[src/rtl/spd_consts.svh]
// Register indices, reset values and timing counts of the speed setter
`ifndef SPD_CONSTS_SVH
`define SPD_CONSTS_SVH

// Word indices on the register bus; byte address is four times the index
`define SPD_IDX_PRESET_LAST 4'h6
`define SPD_IDX_MODE 4'h7
`define SPD_IDX_ACC1 4'h8
`define SPD_IDX_DEC1 4'h9
`define SPD_IDX_ACC2 4'hA
`define SPD_IDX_DEC2 4'hB
`define SPD_IDX_MAXF 4'hC
`define SPD_IDX_WPROT 4'hD
`define SPD_IDX_STATUS 4'hE
`define SPD_IDX_FREQ 4'hF

// Memory slots: 0 high, 1 middle, 2 low, 3..6 speeds four to seven
`define SPD_SLOT_HIGH 3'h0
`define SPD_SLOT_MID 3'h1
`define SPD_SLOT_LOW 3'h2
`define SPD_SLOT_S4 3'h3
`define SPD_SLOT_S5 3'h4
`define SPD_SLOT_S6 3'h5
`define SPD_SLOT_S7 3'h6

// Frequencies in 0.1 Hz, times in 0.1 s
`define SPD_RST_HIGH 16'h0258
`define SPD_RST_MID 16'h012C
`define SPD_RST_LOW 16'h0064
`define SPD_NOT_SELECTED 16'h270F
`define SPD_RST_MAXF 16'h04B0
`define SPD_RST_TIME 16'h0032
`define SPD_RST_MODE 2'h0
`define SPD_RST_WPROT 2'h0
`define SPD_WPROT_RUN_OK 2'h2

// Status field positions
`define SPD_ST_MODE_LSB 16
`define SPD_ST_SECOND 18
`define SPD_ST_NV_PEND 19
`define SPD_ST_JOG 20

// Timing
`define SPD_CLK_HZ 20000000
`define SPD_TIME_UNITS_PER_S 10
`define SPD_REF_UNITS 600
`define SPD_RAMP_TICK_CYC (`SPD_CLK_HZ / `SPD_TIME_UNITS_PER_S / `SPD_REF_UNITS)
`define SPD_SAVE_PERIOD_S 60

`endif

[src/rtl/spd_pkg.sv]
// Types shared by the speed setter files
package spd_pkg;
    typedef logic [15:0] spd_freq_t;
    typedef logic [2:0] spd_slot_t;
    typedef enum logic [2:0] {
        SPD_BUS_IDLE = 3'b001,
        SPD_BUS_WAIT = 3'b010,
        SPD_BUS_ACK = 3'b100
    } spd_bus_st_t;
    typedef enum logic [1:0] {
        SPD_MODE_PRESET = 2'h0,
        SPD_MODE_REM_STORE = 2'h1,
        SPD_MODE_REM_NOSTORE = 2'h2,
        SPD_MODE_REM_STARTCLR = 2'h3
    } spd_mode_t;
endpackage

[src/rtl/spd_setter.sv]
// Speed preset selection and remote up/down frequency setter
//
// The placing of the registers and the Avalon-MM slave port are this design's own decisions.
`timescale 1ns/1ps
`include "spd_consts.svh"
module spd_setter #(
    parameter int MINUTE_CYC = `SPD_SAVE_PERIOD_S * `SPD_CLK_HZ
) (
    input wire logic clk, // System clock, 20 MHz
    input wire logic rst_b, // Async reset, active low
    input wire logic [3:0] avs_address, // Word address
    input wire logic avs_read, // Read request
    input wire logic avs_write, // Write request
    input wire logic [31:0] avs_writedata, // Write data
    output logic [31:0] avs_readdata, // Read data
    output logic avs_waitrequest, // Low for one cycle to answer
    input wire logic high_select_or_up_input, // Pin
    input wire logic middle_select_or_down_input, // Pin
    input wire logic low_select_or_clear_input, // Pin
    input wire logic forward_start_input, // Pin
    input wire logic reverse_start_input, // Pin
    input wire logic second_function_select, // Pin
    input wire logic aux_supply_input, // Pin, high on auxiliary supply
    input wire logic jog_active, // Jog in progress
    input wire logic local_operator_panel, // Panel operation mode
    input wire spd_pkg::spd_freq_t network_freq, // Network command
    input wire spd_pkg::spd_freq_t panel_freq, // Panel frequency
    input wire spd_pkg::spd_freq_t nv_restore_data, // Stored amount
    input wire logic nv_wr_ack, // Store done pulse
    output logic nv_wr_req, // Store request, held until ack
    output spd_pkg::spd_freq_t nv_wr_data, // Amount to store
    output spd_pkg::spd_freq_t freq_cmd, // Resulting command
    output logic remote_active, // Remote mode in force
    output logic second_set_active // Alternate set selected
);
    import spd_pkg::*;

    localparam int RAMP_TICK_CYC = `SPD_RAMP_TICK_CYC;

    // Synchronisers: three stages, change accepted once stages 2 and 3 agree
    logic [6:0] pin_raw, s1_q, s2_q, s3_q, filt_q, prev_q;
    assign pin_raw = {aux_supply_input, second_function_select,
                      reverse_start_input, forward_start_input,
                      low_select_or_clear_input, middle_select_or_down_input,
                      high_select_or_up_input};
    generate
        for (genvar i = 0; i < 7; i++) begin : g_sync
            always_ff @(posedge clk or negedge rst_b) begin
                if (!rst_b) begin
                    s1_q[i] <= 1'b0;
                    s2_q[i] <= 1'b0;
                    s3_q[i] <= 1'b0;
                    filt_q[i] <= 1'b0;
                    prev_q[i] <= 1'b0;
                end else begin
                    s1_q[i] <= pin_raw[i];
                    s2_q[i] <= s1_q[i];
                    s3_q[i] <= s2_q[i];
                    if (s2_q[i] == s3_q[i]) begin
                        filt_q[i] <= s3_q[i];
                    end
                    prev_q[i] <= filt_q[i];
                end
            end
        end
    endgenerate

    logic sel_h, sel_m, sel_l, fwd, rev, second, aux, running;
    assign sel_h = filt_q[0];
    assign sel_m = filt_q[1];
    assign sel_l = filt_q[2];
    assign fwd = filt_q[3];
    assign rev = filt_q[4];
    assign second = filt_q[5];
    assign aux = filt_q[6];
    assign running = fwd | rev;

    // Configuration registers
    spd_mode_t mode_q;
    spd_freq_t acc1_q, dec1_q, acc2_q, dec2_q, maxf_q;
    logic [1:0] wprot_q;
    spd_freq_t adj_q, saved_q, data_a, data_b;
    logic restored_q;
    logic remote;
    assign remote = (mode_q != SPD_MODE_PRESET);

    // Bus slave: one wait cycle for the memory; writes land on the answer
    spd_bus_st_t bus_q;
    logic bus_req, bus_do_wr, cfg_ok, is_preset;
    assign bus_req = avs_read | avs_write;
    assign is_preset = (avs_address <= `SPD_IDX_PRESET_LAST);
    assign bus_do_wr = (bus_q == SPD_BUS_ACK) && avs_write;
    // Presets and the protection word bypass the protection; other settings only while stopped or with SPD_WPROT_RUN_OK
    assign cfg_ok = !running || (wprot_q == `SPD_WPROT_RUN_OK);

    always_ff @(posedge clk or negedge rst_b) begin
        if (!rst_b) begin
            bus_q <= SPD_BUS_IDLE;
            avs_waitrequest <= 1'b1;
        end else begin
            case (bus_q)
                SPD_BUS_IDLE: begin
                    if (bus_req) begin
                        bus_q <= SPD_BUS_WAIT;
                    end
                end
                SPD_BUS_WAIT: begin
                    bus_q <= SPD_BUS_ACK;
                    avs_waitrequest <= 1'b0;
                end
                SPD_BUS_ACK: begin
                    bus_q <= SPD_BUS_IDLE;
                    avs_waitrequest <= 1'b1;
                end
                default: begin
                    bus_q <= SPD_BUS_IDLE;
                    avs_waitrequest <= 1'b1;
                end
            endcase
        end
    end

    // Writable settings
    logic mode_wr;
    assign mode_wr = bus_do_wr && cfg_ok && avs_address == `SPD_IDX_MODE;
    always_ff @(posedge clk or negedge rst_b) begin
        if (!rst_b) begin
            mode_q <= spd_mode_t'(`SPD_RST_MODE);
            acc1_q <= `SPD_RST_TIME;
            dec1_q <= `SPD_RST_TIME;
            acc2_q <= `SPD_RST_TIME;
            dec2_q <= `SPD_RST_TIME;
            maxf_q <= `SPD_RST_MAXF;
            wprot_q <= `SPD_RST_WPROT;
        end else if (bus_do_wr) begin
            if (avs_address == `SPD_IDX_WPROT) begin
                wprot_q <= avs_writedata[1:0];
            end
            if (cfg_ok) begin
                case (avs_address)
                    `SPD_IDX_MODE: mode_q <= spd_mode_t'(avs_writedata[1:0]);
                    `SPD_IDX_ACC1: acc1_q <= avs_writedata[15:0];
                    `SPD_IDX_DEC1: dec1_q <= avs_writedata[15:0];
                    `SPD_IDX_ACC2: acc2_q <= avs_writedata[15:0];
                    `SPD_IDX_DEC2: dec2_q <= avs_writedata[15:0];
                    `SPD_IDX_MAXF: maxf_q <= avs_writedata[15:0];
                    default: begin
                    end
                endcase
            end
        end
    end

    // Preset slot decode: combinations first, else lowest-ranked input
    function automatic spd_slot_t combo_slot(input logic h, m, l);
        case ({h, m, l})
            3'b100: combo_slot = `SPD_SLOT_HIGH;
            3'b010: combo_slot = `SPD_SLOT_MID;
            3'b001: combo_slot = `SPD_SLOT_LOW;
            3'b011: combo_slot = `SPD_SLOT_S4;
            3'b101: combo_slot = `SPD_SLOT_S5;
            3'b110: combo_slot = `SPD_SLOT_S6;
            3'b111: combo_slot = `SPD_SLOT_S7;
            default: combo_slot = `SPD_SLOT_HIGH;
        endcase
    endfunction

    spd_slot_t slot_a, slot_b;
    assign slot_a = combo_slot(sel_h, sel_m, sel_l);
    assign slot_b = (bus_q != SPD_BUS_ACK && bus_req && is_preset) ?
                    avs_address[2:0] :
                    (sel_l ? `SPD_SLOT_LOW :
                     (sel_m ? `SPD_SLOT_MID : `SPD_SLOT_HIGH));

    spd_preset_mem u_mem (
        .clk(clk),
        .rst_b(rst_b),
        .wr_en(bus_do_wr && is_preset),
        .wr_slot(avs_address[2:0]),
        .wr_data(avs_writedata[15:0]),
        .rd_a_slot(slot_a),
        .rd_b_slot(slot_b),
        .rd_a_data(data_a),
        .rd_b_data(data_b)
    );

    // Ramp rate: second times when selected, else the longer of the two
    logic up, down, ramping, tick;
    spd_freq_t time_sel, step_q;
    logic [11:0] presc_q;
    assign up = sel_h && !sel_m && remote && !jog_active;
    assign down = sel_m && !sel_h && remote && !jog_active;
    assign ramping = up | down;
    assign tick = (presc_q == 12'(RAMP_TICK_CYC - 1));
    always_comb begin
        if (second) begin
            time_sel = up ? acc2_q : dec2_q;
        end else if (up) begin
            time_sel = (acc1_q > acc2_q) ? acc1_q : acc2_q;
        end else begin
            time_sel = (dec1_q > dec2_q) ? dec1_q : dec2_q;
        end
    end

    always_ff @(posedge clk or negedge rst_b) begin
        if (!rst_b) begin
            presc_q <= 12'h000;
            step_q <= 16'h0000;
        end else if (!ramping) begin
            presc_q <= 12'h000;
            step_q <= 16'h0000;
        end else if (tick) begin
            presc_q <= 12'h000;
            step_q <= (step_q >= time_sel) ? 16'h0000 : step_q + 16'h0001;
        end else begin
            presc_q <= presc_q + 12'h001;
        end
    end

    // Remote amount
    logic step_now, start_fall, clr_now;
    assign step_now = ramping && tick && (step_q >= time_sel);
    assign start_fall = (prev_q[3] & !fwd) | (prev_q[4] & !rev);
    assign clr_now = remote && !jog_active && sel_l;
    always_ff @(posedge clk or negedge rst_b) begin
        if (!rst_b) begin
            adj_q <= 16'h0000;
        end else if (clr_now) begin
            adj_q <= 16'h0000;
        end else if (mode_q == SPD_MODE_REM_STARTCLR && start_fall) begin
            adj_q <= 16'h0000;
        end else if (mode_wr && avs_writedata[1:0] == SPD_MODE_REM_STORE) begin
            adj_q <= saved_q;
        end else if (adj_q > maxf_q) begin
            adj_q <= maxf_q;
        end else if (step_now && up && adj_q < maxf_q) begin
            adj_q <= adj_q + 16'h0001;
        end else if (step_now && down && adj_q != 16'h0000) begin
            adj_q <= adj_q - 16'h0001;
        end
    end

    // Storage: minute checks armed when the up and down inputs both change in one cycle
    logic armed_q, minute_tick, save_trig, pending_q;
    logic [30:0] minute_q;
    assign minute_tick = armed_q && (minute_q == 31'(MINUTE_CYC - 1));
    always_ff @(posedge clk or negedge rst_b) begin
        if (!rst_b) begin
            armed_q <= 1'b0;
            minute_q <= 31'h0000_0000;
        end else begin
            if (remote && !jog_active &&
                (sel_h != prev_q[0]) && (sel_m != prev_q[1])) begin
                armed_q <= 1'b1;
            end else if (mode_q != SPD_MODE_REM_STORE) begin
                armed_q <= 1'b0;
            end
            minute_q <= (!armed_q || minute_tick) ? 31'h0000_0000 :
                        minute_q + 31'h0000_0001;
        end
    end

    // A cleared amount only reaches storage at the next save point
    assign save_trig = (mode_q == SPD_MODE_REM_STORE) &&
        (start_fall ||
         (minute_tick && adj_q != saved_q) ||
         (aux && !prev_q[6] && running));

    always_ff @(posedge clk or negedge rst_b) begin
        if (!rst_b) begin
            restored_q <= 1'b0;
            saved_q <= 16'h0000;
            pending_q <= 1'b0;
            nv_wr_req <= 1'b0;
            nv_wr_data <= 16'h0000;
        end else if (!restored_q) begin
            restored_q <= 1'b1;
            saved_q <= nv_restore_data;
        end else begin
            // A trigger while a store runs queues one more; set wins
            if (save_trig) begin
                pending_q <= 1'b1;
            end else if (!nv_wr_req) begin
                pending_q <= 1'b0;
            end
            if (!nv_wr_req && pending_q) begin
                nv_wr_req <= 1'b1;
                nv_wr_data <= adj_q;
                saved_q <= adj_q;
            end else if (nv_wr_ack) begin
                nv_wr_req <= 1'b0;
            end
        end
    end

    // Command output, in preset mode held while the bus borrows memory port B
    spd_freq_t base, sum;
    assign base = local_operator_panel ? panel_freq : network_freq;
    assign sum = base + adj_q;
    always_ff @(posedge clk or negedge rst_b) begin
        if (!rst_b) begin
            freq_cmd <= 16'h0000;
        end else if (remote) begin
            freq_cmd <= sum;
        end else if (bus_q != SPD_BUS_IDLE || bus_req) begin
            freq_cmd <= freq_cmd;
        end else if (!(sel_h | sel_m | sel_l)) begin
            freq_cmd <= base;
        end else if ((sel_h + sel_m + sel_l) == 2'd1 ||
                     data_a != `SPD_NOT_SELECTED) begin
            freq_cmd <= data_a;
        end else begin
            freq_cmd <= data_b;
        end
    end

    always_ff @(posedge clk or negedge rst_b) begin
        if (!rst_b) begin
            remote_active <= 1'b0;
            second_set_active <= 1'b0;
        end else begin
            remote_active <= remote;
            second_set_active <= second;
        end
    end

    // Read data are captured as the wait cycle ends
    logic [31:0] status;
    always_comb begin
        status = 32'h0000_0000;
        status[15:0] = adj_q;
        status[`SPD_ST_MODE_LSB +: 2] = mode_q;
        status[`SPD_ST_SECOND] = second;
        status[`SPD_ST_NV_PEND] = pending_q | nv_wr_req;
        status[`SPD_ST_JOG] = jog_active;
    end

    always_ff @(posedge clk or negedge rst_b) begin
        if (!rst_b) begin
            avs_readdata <= 32'h0000_0000;
        end else if (bus_q == SPD_BUS_WAIT) begin
            case (avs_address)
                `SPD_IDX_MODE: avs_readdata <= {30'h0000_0000, mode_q};
                `SPD_IDX_ACC1: avs_readdata <= {16'h0000, acc1_q};
                `SPD_IDX_DEC1: avs_readdata <= {16'h0000, dec1_q};
                `SPD_IDX_ACC2: avs_readdata <= {16'h0000, acc2_q};
                `SPD_IDX_DEC2: avs_readdata <= {16'h0000, dec2_q};
                `SPD_IDX_MAXF: avs_readdata <= {16'h0000, maxf_q};
                `SPD_IDX_WPROT: avs_readdata <= {30'h0000_0000, wprot_q};
                `SPD_IDX_STATUS: avs_readdata <= status;
                `SPD_IDX_FREQ: avs_readdata <= {16'h0000, freq_cmd};
                default: avs_readdata <= {16'h0000, data_b};
            endcase
        end
    end
endmodule // spd_setter

[src/rtl/spd_preset_mem.sv]
// Seven preset frequencies, one write port and two registered read ports
`timescale 1ns/1ps
`include "spd_consts.svh"
module spd_preset_mem (
    input wire logic clk, // System clock
    input wire logic rst_b, // Async reset, active low
    input wire logic wr_en, // Write strobe
    input wire spd_pkg::spd_slot_t wr_slot, // Write slot
    input wire spd_pkg::spd_freq_t wr_data, // Write data
    input wire spd_pkg::spd_slot_t rd_a_slot, // Read slot A
    input wire spd_pkg::spd_slot_t rd_b_slot, // Read slot B
    output spd_pkg::spd_freq_t rd_a_data, // Registered data A
    output spd_pkg::spd_freq_t rd_b_data // Registered data B
);
    import spd_pkg::*;

    function automatic spd_freq_t reset_value(input int slot);
        case (slot)
            0: reset_value = `SPD_RST_HIGH;
            1: reset_value = `SPD_RST_MID;
            2: reset_value = `SPD_RST_LOW;
            default: reset_value = `SPD_NOT_SELECTED;
        endcase
    endfunction

    spd_freq_t mem_q [7];

    generate
        for (genvar i = 0; i < 7; i++) begin : g_word
            always_ff @(posedge clk or negedge rst_b) begin
                if (!rst_b) begin
                    mem_q[i] <= reset_value(i);
                end else if (wr_en && wr_slot == 3'(i)) begin
                    mem_q[i] <= wr_data;
                end
            end
        end
    endgenerate

    // Slot 7 does not exist and reads as zero
    always_ff @(posedge clk or negedge rst_b) begin
        if (!rst_b) begin
            rd_a_data <= 16'h0000;
            rd_b_data <= 16'h0000;
        end else begin
            rd_a_data <= (rd_a_slot == 3'h7) ? 16'h0000 : mem_q[rd_a_slot];
            rd_b_data <= (rd_b_slot == 3'h7) ? 16'h0000 : mem_q[rd_b_slot];
        end
    end
endmodule // spd_preset_mem

[config.mk]
export PLATFORM = sky130hd
export DESIGN_NAME = spd_setter
export DESIGN_NICKNAME = d
export VERILOG_FILES = /design/src/rtl/spd_pkg.sv /design/src/rtl/spd_setter.sv /design/src/rtl/spd_preset_mem.sv
export VERILOG_INCLUDE_DIRS = /design/src /design/src/rtl
export SDC_FILE = /design/constraint.sdc
export NUM_CORES = 1
export LEC_CHECK = 0
export BUFFER_PORTS_ARGS = -buffer_cell sky130_fd_sc_hd__buf_2
export CAP_MARGIN = 20
export CORE_MARGIN = 2
export CORE_UTILIZATION = 43
export CTS_BUF_LIST = sky130_fd_sc_hd__clkbuf_16
export DETAILED_ROUTE_END_ITERATION = 7
export HOLD_SLACK_MARGIN = 0.08
export PLACE_DENSITY = 0.58
export SETUP_SLACK_MARGIN = 0.2
export SLEW_MARGIN = 15
export SYNTH_ARGS = -nofsm -noshare
export SYNTH_HDL_FRONTEND = slang
export SYNTH_SLANG_ARGS = --single-unit
[constraint.sdc]
create_clock -name clk -period 8.02 [get_ports clk]
set_input_delay 2.406 -clock clk [delete_from_list [all_inputs] [get_ports clk]]
set_output_delay 2.406 -clock clk [all_outputs]
set_load 0.02 [all_outputs]
; Word-level counts from Yosys, hierarchy flattened
; Cells that the tools add are included.
[totals]
elab_cells = 258
inputBits = 98
output_inout_bits = 68
register_bits = 426
[op_classes]
n_mux = 46
bitwise = 11
n_addsub = 8
n_eq_ne = 52
order_cmp = 8
n_reduce_logical = 68
[op_table]
columns = cell, n
row1 = $mux W16, 27
row2 = $pmux W21 S9, 1
row3 = $bmux W16 S3, 2
row4 = $gt A16 B16 Y1, 3
row5 = $logic_and A1 B1 Y1, 37
row6 = $add A16 B1 Y16 const B, 2
row7 = $eq A4 B4 Y1 const B, 8
row8 = $add A31 B1 Y31 const B, 1
row9 = $eq A31 B31 Y1 const B, 1
row10 = $mux W31, 1
row11 = $eq A3 B3 Y1 const B, 9
row12 = $mux W12, 2
row13 = $pmux W3 S6, 1
row14 = $reduce_and A3 Y1, 6
row15 = $add A16 B16 Y16, 1
row16 = $ge A16 B16 Y1, 1
row17 = $lt A16 B16 Y1, 1
row18 = $ne A16 B14 Y1 const B, 1
row19 = $ne A16 B16 Y1, 1
row20 = $reduce_bool A16 Y1, 1
row21 = $sub A16 B1 Y16 const B, 1
row22 = $eq A3 B2 Y1 const B, 5
row23 = $add A12 B1 Y12 const B, 1
row24 = $eq A12 B12 Y1 const B, 1
row25 = other kinds (28), 78

; Depth between registers and ports, before layout
; Gate-level depths: netlist (run 1).
[depth]
depth_word = 16
ltp_mapped = 29
mapped_depth_nobuf = 26

; Cells and area by module
; Synthesis (run 1) repeated with hierarchy kept, for this count alone.
[hier_totals]
cells_unflattened = 2179
hier_area_um2 = 23623.9
[modules_own_cells]
columns = module, seq_area_each_um2, area_per_inst_um2, cells_each, n_inst
row1 = spd_setter, 6804.0, 16580.9, 1675, 1
row2 = spd_preset_mem, 3657.3, 7043.0, 504, 1

; Least setup slack after synthesis (run 1)
; OpenSTA, ideal clock, no wires.
[synth_path]
kind = input to register
start = in jog_active
end = reg adj_q[15]
setup_slack_ns = 1.073
path_buffers = 2
setup_ns = 0.126
stages = 19
arrival_time_ns = 6.821
t_required_ns = 7.894
path_cell_list = nor3_1 clkbuf_1 nor2_1 a21oi_1 ha_1 a211oi_1 nor2_1 a2111oi_0 o21a_1 or4_1 clkbuf_1 ha_1 a211oi_1 o21ai_0 a31oi_1 o21bai_1 o21a_1 a311o_1 a221o_1
[synth_via]
elab_chain_len = 13
elab_cells_between_ends = 22
cone_classes = order compare (1) / mux (8) / bitwise (1) / reduce/logical (12)
[synth_rtl]
columns = element, line_no
row1 = start: declaration, spd_setter.sv:24  ; input wire logic jog_active,
row2 = $logic_not A1 Y1 *, "spd_setter.sv:191, spd_setter.sv:192, spd_setter.sv:224"
row3 = $logic_and A1 B1 Y1, spd_setter.sv:191  ; assign up = sel_h && !sel_m && remote && !jog_active;
row4 = $mux W16 (on tied branches), "spd_setter.sv:198, spd_setter.sv:197"
row5 = $mux W16, spd_setter.sv:196  ; if (second) begin
row6 = $ge A16 B16 Y1, spd_setter.sv:222  ; assign step_now = ramping && tick && (step_q >= time_sel);
row7 = $logic_and A1 B1 Y1, spd_setter.sv:222
row8 = $logic_and A1 B1 Y1 (2 in series), spd_setter.sv:236  ; end else if (step_now && up && adj_q < maxf_q) begin
row9 = $mux W16, spd_setter.sv:236
row10 = $mux W16, spd_setter.sv:234  ; end else if (adj_q > maxf_q) begin
row11 = $mux W16, spd_setter.sv:232  ; end else if (mode_wr && avs_writedata[1:0] == SPD_MODE_REM_STORE) begin
row12 = $mux W16, spd_setter.sv:230  ; end else if (mode_q == SPD_MODE_REM_STARTCLR && start_fall) begin
row13 = $mux W16, spd_setter.sv:228  ; end else if (clr_now) begin
row14 = end signal: assignment, spd_setter.sv:233  ; adj_q <= saved_q;
row15 = end signal: assignment, spd_setter.sv:235  ; adj_q <= maxf_q;
row16 = end signal: assignment, spd_setter.sv:237  ; adj_q <= adj_q + 16'h0001;
row17 = end: declaration, spd_setter.sv:82  ; spd_freq_t adj_q, saved_q, data_a, data_b;
; Every way passes the cells marked *; elsewhere a longest branch is shown, timed or not.
; A chain may end at the register's enable or synchronous reset.

; Final worst setup path (run 1)
[layout_path]
start = reg acc2_q[5]
end = reg adj_q[12]
[layout_via]
elab_chain_len = 13
elab_cells_between_ends = 17
cone_classes = order compare (2) / mux (9) / reduce/logical (6)
[layout_rtl]
columns = element, line_no
row1 = start: declaration, spd_setter.sv:80  ; spd_freq_t acc1_q, dec1_q, acc2_q, dec2_q, maxf_q;
row2 = start signal: assignment, spd_setter.sv:131  ; acc2_q <= `SPD_RST_TIME;
row3 = start signal: assignment, spd_setter.sv:144  ; `SPD_IDX_ACC2: acc2_q <= avs_writedata[15:0];
row4 = $gt A16 B16 Y1, spd_setter.sv:199  ; time_sel = (acc1_q > acc2_q) ? acc1_q : acc2_q;
row5 = $mux W16, spd_setter.sv:199
row6 = $mux W16, spd_setter.sv:198  ; end else if (up) begin
row7 = $mux W16 *, spd_setter.sv:196
row8 = $ge A16 B16 Y1 *, spd_setter.sv:222
row9 = $logic_and A1 B1 Y1 *, spd_setter.sv:222
row10 = $logic_and A1 B1 Y1 (2 in series), spd_setter.sv:236
row11 = $mux W16, spd_setter.sv:236
row12 = $mux W16, spd_setter.sv:234
row13 = $mux W16, spd_setter.sv:232
row14 = $mux W16, spd_setter.sv:230
row15 = $mux W16, spd_setter.sv:228
; Marked as above.

==> impl_metrics.json, run 1 <==
{
  "area_growth_pct": 12.5,
  "syn_inst": 2299,
  "sw_frac_of_total_pct": 37.2,
  "p_clk_share_pct": 29.8,
  "hold_slack_ns": 0.344,
  "clk_pin_slew_ns": 0.06,
  "clockRootBuffer": "clkbuf_16",
  "r2r_setup_slack_ns": 0.70,
  "r2r-start": "acc2_q[5]",
  "std_cell_rows": 84,
  "drc": 0,
  "path_class": "flop to flop",
  "cts_buffer_depth": 3,
  "port_buffers": 138,
  "antenna_cells": 0,
  "finalSetupViolCount": 0,
  "crit_top_cell": "a21oi_1",
  "slew_headroom_pct": 25.1,
  "tns_ns": 0,
  "floorplan.die_area_sq_mm": 0.0556,
  "io_pins": 166,
  "antenna_found_initial": 1,
  "crit_arrival_ns": 7.85,
  "grt_max_degree": 160,
  "clkSinkCount": 415,
  "clock_latency_ns": 0.61,
  "synth_warnings": 0,
  "critPathLaunchType": "flop",
  "worst-path-stages": 29,
  "hp-class": "flop to flop",
  "initial_utilization_pct": 43.7,
  "p_leak_nw": 11.9,
  "grt_pass1_vias": 18215,
  "cp.required_ns": 8.55,
  "p_sw_mw": 2.64,
  "syn_area_sq_mm": 0.0231,
  "maxSlewViolCount": 0,
  "fin_area_sq_mm": 0.0260,
  "power_frac_seq_pct": 38.2,
  "dieWidth_um": 236,
  "avgSynthCellArea_sq_um": 10.1,
  "grt_pass1_wl_mm": 110,
  "ys.flop_type": "dfrtp_1",
  "gp_congestion": 0.899,
  "placed_area_sq_mm": 0.0245,
  "synth-seq-cells": 415,
  "crit_path_end_kind": "flop",
  "track_usage_pct": 25.6,
  "wl_per_cell_um": 23.0,
  "overflow": 0,
  "vias_per_cell": 5.87,
  "synth.most_common_cell": "dfrtp_1",
  "ir_worst_vdd_uv": 172,
  "num_vias": 18362,
  "yosysSeqAreaShare_pct": 45.3,
  "period_share_pct": 91.3,
  "hold_viol": 0,
  "synth_top_area_share_pct": 38.3,
  "total_power_mw": 7.08,
  "synth_cell_types": 79,
  "drt_iter0_markers": 1443,
  "skew_ns": 0.0344,
  "synth_async_sr_flop_share_pct": 100,
  "post-route-util_pct": 49.2,
  "slowest_stage": "dfstp_2",
  "yosysTopAreaCell": "dfrtp_1",
  "critPathMaxFanout": 13,
  "worst_pin_slew_ns": 1.12,
  "numCtsBuffers": 48,
  "fin_crit_ns": 7.32,
  "postRouteAntennaNets": 0,
  "fmax_mhz": 137,
  "rsz0062_at_grt": "no",
  "wirelength_mm": 71.9,
  "hpwlAfterDp_mm": 49.7,
  "crit_start": "acc2_q[5]",
  "cp_top_family": "compound AO/OA/AOI/OAI gates",
  "min_from": "s1_q[1]",
  "cts_max_level": 2,
  "cap_viol_max_count": 0,
  "drt_first_pass_iters": 5,
  "endpoint": "adj_q[12]",
  "die_h_um": 236,
  "worstReg2RegEnd": "adj_q[12]",
  "combPwrFrac_pct": 32.0,
  "ctsHoldBuffers": 0,
  "status": "finished clean",
  "crit_path_max_incr_delay_ns": 0.55,
  "synth.area.top_cells": "dfrtp_1 (38%), mux2_2 (12%), dfstp_2 (6.9%)",
  "p_int_mw": 4.44,
  "synth_edf_count": 0,
  "ff2ff_path_depth": 29,
  "drive_gt1_share_pct": 24.4,
  "core_sq_mm": 0.0529,
  "tritoncts": "built",
  "final_nets": 2605,
  "synth_common_cells": "dfrtp_1 (354), nand2_1 (252), mux2_2 (239)",
  "power_density_mw_per_mm2": 272,
  "critPathBufInv": 5
}
logic make-up after synthesis:
| group | share of synthesized area (%) |
|---|---|
| and+or+nand+nor | 13.5 |
| AOI/OAI and AO/OA | 13.5 |
| DFF | 45.3 |
| muxes | 14.7 |
| buffers and inverters | 3.94 |
| adders and majority gates | 5.98 |
| xor gates and xnor gates | 3.03 |
| other | 0.0325 |
sequential cells by signal, indices dropped and copies added (netlist names), 3 cells and up:
signal and count:
acc1_q 16, adj_q 16, u_mem.mem_q 112, s3_q 7
u_mem.rd_b_data 16, prev_q 5, s2_q 7, acc2_q 16
u_mem.rd_a_data 16, step_q 16, bus_q 3, dec2_q 16
freq_cmd 16, nv_wr_data 16, presc_q 12, maxf_q 16
avs_readdata 21, minute_q 31, dec1_q 16, saved_q 16
s1_q 7
area by class of cell:
type	count	area, sq um
Tap cell	688	861
Fill cell	4932	26900
Multi-Input combinational cell	1672	11800
Clock buffer	48	1200
Clock inverter	37	283
Timing Repair Buffer	181	1070
Sequential cell	415	10500
Inverter	86	323
cells in the final DEF (no fill, tap or decap), types with 17 or more instances in the layout:
cell type  synthesis  layout
nand4_1           19      19
dfrtp_1          354     354
mux2i_1           33      33
nand2_1          252     252
buf_4             13      39
xor2_1            45      45
inv_1             85      89
ha_1             100     100
xnor2_1           35      35
nand3_1          103     103
clkbuf_16          0      48
a211oi_1          32      32
a21o_1            17      17
buf_2             17     137
mux4_2            17      17
nor3_1            35      32
dfstp_2           61      61
and3_1            26      26
mux2_2           239     239
a21oi_1          187     187
nor2_1           170     167
o21ai_0          113     112
metal layers:
layer | vias up | global-route usage [%] | part of all wire [%]
li1 | 8467 | - | -
met1 | 9137 | 33.9 | 43
met2 | 599 | 41.5 | 47
met3 | 157 | 3.38 | 5.4
met4 | 2 | 12.5 | 5.0
met5 | - | 0 | 0.0097
power by group through the flow:
stage / logic [mW] / registers [mW] / clock network (mW)
5_1_grt: 2.48 / 2.72 / 2.24
2_1_floorplan: 1.52 / 2.67 / 0
4_1_cts: 2.26 / 2.70 / 2.16
3_3_place_gp: 2.21 / 2.72 / 0
6_report: 2.27 / 2.71 / 2.11
3_5_place_dp: 2.24 / 2.73 / 0
how the worst min path moves through the flow:
| stage | end | slack, ns | depth (start not counted) |
|---|---|---|---|
| 2_1_floorplan | s2_q[0] | 0.33 | 0 |
| 3_3_place_gp | s2_q[5] | 0.34 | 0 |
| 3_5_place_dp | s2_q[5] | 0.34 | 0 |
| 4_1_cts | s2_q[5] | 0.35 | 0 |
| 5_1_grt | s2_q[2] | 0.35 | 0 |
| 6_report | s2_q[1] | 0.34 | 0 |
per-stage QoR:
stage | setup slack [ns] | std cells
finish | 0.700 | 3127
floorplan | 1.07 | 2309
global placement | 0.674 | 3041
detailed placement | 0.576 | 3041
CTS | 0.599 | 3126
global route | 0.241 | 3127
worst reg2reg max path, delay by kind of cell, from the launching register on:
kind,cells,cell delay (ns)
AO/OA/AOI/OAI,14,3.48
XOR/XNOR,1,0.24
multiplexers,1,0.36
flip-flops,1,0.55
adder cells (fa/ha/maj),3,0.91
AND/OR/NAND/NOR,5,0.80
buffers and inverters,5,0.90
timing repair:
action                     4_1_cts  5_1_grt
setup buffers                    0        0
setup endpoints to repair        0        1
gates resized for setup          0        1
Note: power is estimated with default switching activity, not from simulation.
==> inputs of run 2 (changes only) <==
--- a/config.mk
+++ b/config.mk
@@ -15,7 +15,7 @@
 export HOLD_SLACK_MARGIN = 0.08
 export PLACE_DENSITY = 0.58
 export SETUP_SLACK_MARGIN = 0.2
-export SLEW_MARGIN = 15
+export SLEW_MARGIN = 20
 export SYNTH_ARGS = -nofsm -noshare
 export SYNTH_HDL_FRONTEND = slang
 export SYNTH_SLANG_ARGS = --single-unit
==> constraint.sdc (replaced) <==
create_clock -name clk -period 9.45 [get_ports clk]
set_input_delay 2.835 -clock clk [delete_from_list [all_inputs] [get_ports clk]]
set_output_delay 2.835 -clock clk [all_outputs]
set_load 0.02 [all_outputs]
==> run 2 against run 1 <==
Worst hold slack better by 0.00093 ns. Critical endpoint unchanged. Clock skew is 0.0077 ns higher. Clock power is 7% lower. Largest power group unchanged. Utilization is 0.31 points higher. Total power is 13% lower. Combinational power is 15% lower. Clock-buffer cell count is 1 higher. First-iteration DRC count is 8.5% higher.
==> impl_metrics.json, run 2 (same netlist as run 1, synthesis figures left out) <==
{
  "total_power_mw": 6.19,
  "drc": 0,
  "ff_latch_area_sq_mm": 0.0105,
  "cts_setup_buffers": 0,
  "use_met1_pct": 34.1,
  "slowest_stage": "or4_1",
  "reg_top3": "u_mem.mem_q: 112 flops, minute_q: 31 flops, avs_readdata: 21 flops",
  "clockRootBuffer": "clkbuf_16",
  "cp.required_ns": 9.97,
  "postRouteAntennaNets": 0,
  "r2r_setup_slack_ns": 1.58,
  "dieWidth_um": 236,
  "clkSinkCount": 415,
  "grtUsageMet3_pct": 3.31,
  "rsz0062_at_grt": "no",
  "fin_crit_ns": 7.87,
  "hp-class": "flop to flop",
  "critPathLaunchType": "flop",
  "power_density_mw_per_mm2": 236,
  "path_class": "flop to flop",
  "vias_per_cell": 5.87,
  "finalSetupViolCount": 0,
  "multi_input_area_sq_mm": 0.0118,
  "io_pins": 166,
  "grt_pass1_wl_mm": 111,
  "cts_resized": 0,
  "hpwlAfterDp_mm": 49.7,
  "drt_first_pass_iters": 8,
  "track_usage_pct": 25.8,
  "worst_pin_slew_ns": 1.10,
  "largest_reg_flops": 112,
  "clk_pin_slew_ns": 0.06,
  "die_h_um": 236,
  "mostFrequentLayoutCells": "dfrtp_1 (354), nand2_1 (252), mux2_2 (239)",
  "drive_gt1_share_pct": 24.3,
  "tritoncts": "built",
  "core_sq_mm": 0.0529,
  "clock_latency_ns": 0.63,
  "maxSlewViolCount": 0,
  "fill_cells": 4871,
  "grt_max_degree": 169,
  "critPathBufInv": 2,
  "critPathMaxFanout": 21,
  "num_vias": 18368,
  "crit_path_max_incr_delay_ns": 0.71,
  "wl_per_cell_um": 22.9,
  "crit_top_cell": "a21oi_1",
  "grt_util_met2_pct": 42.0,
  "skew_ns": 0.0421,
  "status": "finished clean",
  "final_nets": 2602,
  "ir_worst_vdd_uv": 151,
  "fmax_mhz": 127,
  "cp_top_family": "compound AO/OA/AOI/OAI gates",
  "slew_headroom_pct": 26.2,
  "hold_viol": 0,
  "ctsHoldBuffers": 0,
  "drt_iter0_markers": 1565,
  "crit_arrival_ns": 8.40,
  "p_leak_nw": 12.0,
  "initial_utilization_pct": 43.7,
  "crit_path_end_kind": "flop",
  "overflow": 0,
  "cts_max_level": 2,
  "std_cell_rows": 84,
  "largest_register": "u_mem.mem_q",
  "antenna_found_initial": 0,
  "area_growth_pct": 13.2,
  "wirelength_mm": 71.8,
  "tns_ns": 0,
  "cap_viol_max_count": 0,
  "numCtsBuffers": 49,
  "grt_pass1_vias": 18292,
  "period_share_pct": 83.3,
  "gp_congestion": 0.888,
  "floorplan.die_area_sq_mm": 0.0556,
  "cts_buffer_depth": 3,
  "port_buffers": 138,
  "final_common_cell": "dfrtp_1",
  "grt-busiest-layer": "met2"
}
[run 2: changes by cell type in the layout (fill, tap and decap cells not counted), sizes merged]
cell / before / now
buf: 181 / 177
bufinv: 3 / 8
clkbuf: 48 / 49
clkinv: 26 / 22
diode: 0 / 1
inv: 92 / 97
[run 2: worst paths after layout]
| path | from | endpoint | cells after the start |
|---|---|---|---|
| worst max register to register | acc1_q[6] | adj_q[12] | 26 |
| worst min-delay path | s1_q[1] | s2_q[1] | 0 |
| min in group asynchronous | rst_b | minute_q[26] | 1 |
| worst max-delay path | acc1_q[6] | adj_q[12] | 26 |
| worst min register to register | s1_q[1] | s2_q[1] | 0 |
| max in group asynchronous | rst_b | dec2_q[14] | 2 |
[run 2: power by group]
part	switching [mW]	internal [mW]	total, mW
Clock	0.804	1.17	1.97
Combinational	1.17	0.754	1.93
Sequential	0.285	2.00	2.29
Total	2.26	3.93	6.19
[run 2: layer usage]
layer  wire, um  up-vias  share of wire, %
met1      30700     9151                43
met3       3970      143               5.5
met4       3390        0               4.7
li1           -     8466                 -
met5          0        -                 0
met2      33700      608                47
[run 2: worst register-to-register path: stages (launching register included)]
cell and delay (ns):
dfrtp_1 0.42, ha_1 0.33, a21o_1 0.16, a21oi_1 0.15, nor3_1 0.06, a2111oi_0 0.66, a21oi_1 0.19, o21bai_1 0.38
buf_4 0.31, mux2_2 0.37, a21oi_1 0.24, ha_1 0.31, a21oi_1 0.14, o21ai_0 0.09, a2111oi_0 0.43, o21a_1 0.51
or4_1 0.71, inv_1 0.13, fa_1 0.45, nand3b_1 0.20, a21oi_1 0.23, nor3_1 0.10, o31ai_1 0.35, xor2_1 0.26
nor3_1 0.09, a311oi_1 0.32, a22o_1 0.18
[run 2: final cells by class]
type                            instances  area share (%)
Antenna cell                            1         0.00956
Clock buffer                           49            4.69
Clock inverter                         43            1.70
Inverter                               86            1.23
Multi-Input combinational cell       1672            45.1
Sequential cell                       415            40.0
Tap cell                              688            3.29
Timing Repair Buffer                  177            3.97
[run 2: per-stage QoR]
stage	instance area (sq um)	utilization [%]	hold WS, ns	setup WS [ns]	cells
finish	26200	49.5	0.345	1.58	3131
global route	26200	49.5	0.354	0.869	3130
CTS	26100	49.4	0.346	1.59	3128
detailed placement	24500	46.3	0.339	1.05	3036
global placement	24500	46.3	0.336	1.07	3036
floorplan	23100	-	0.331	2.07	2309
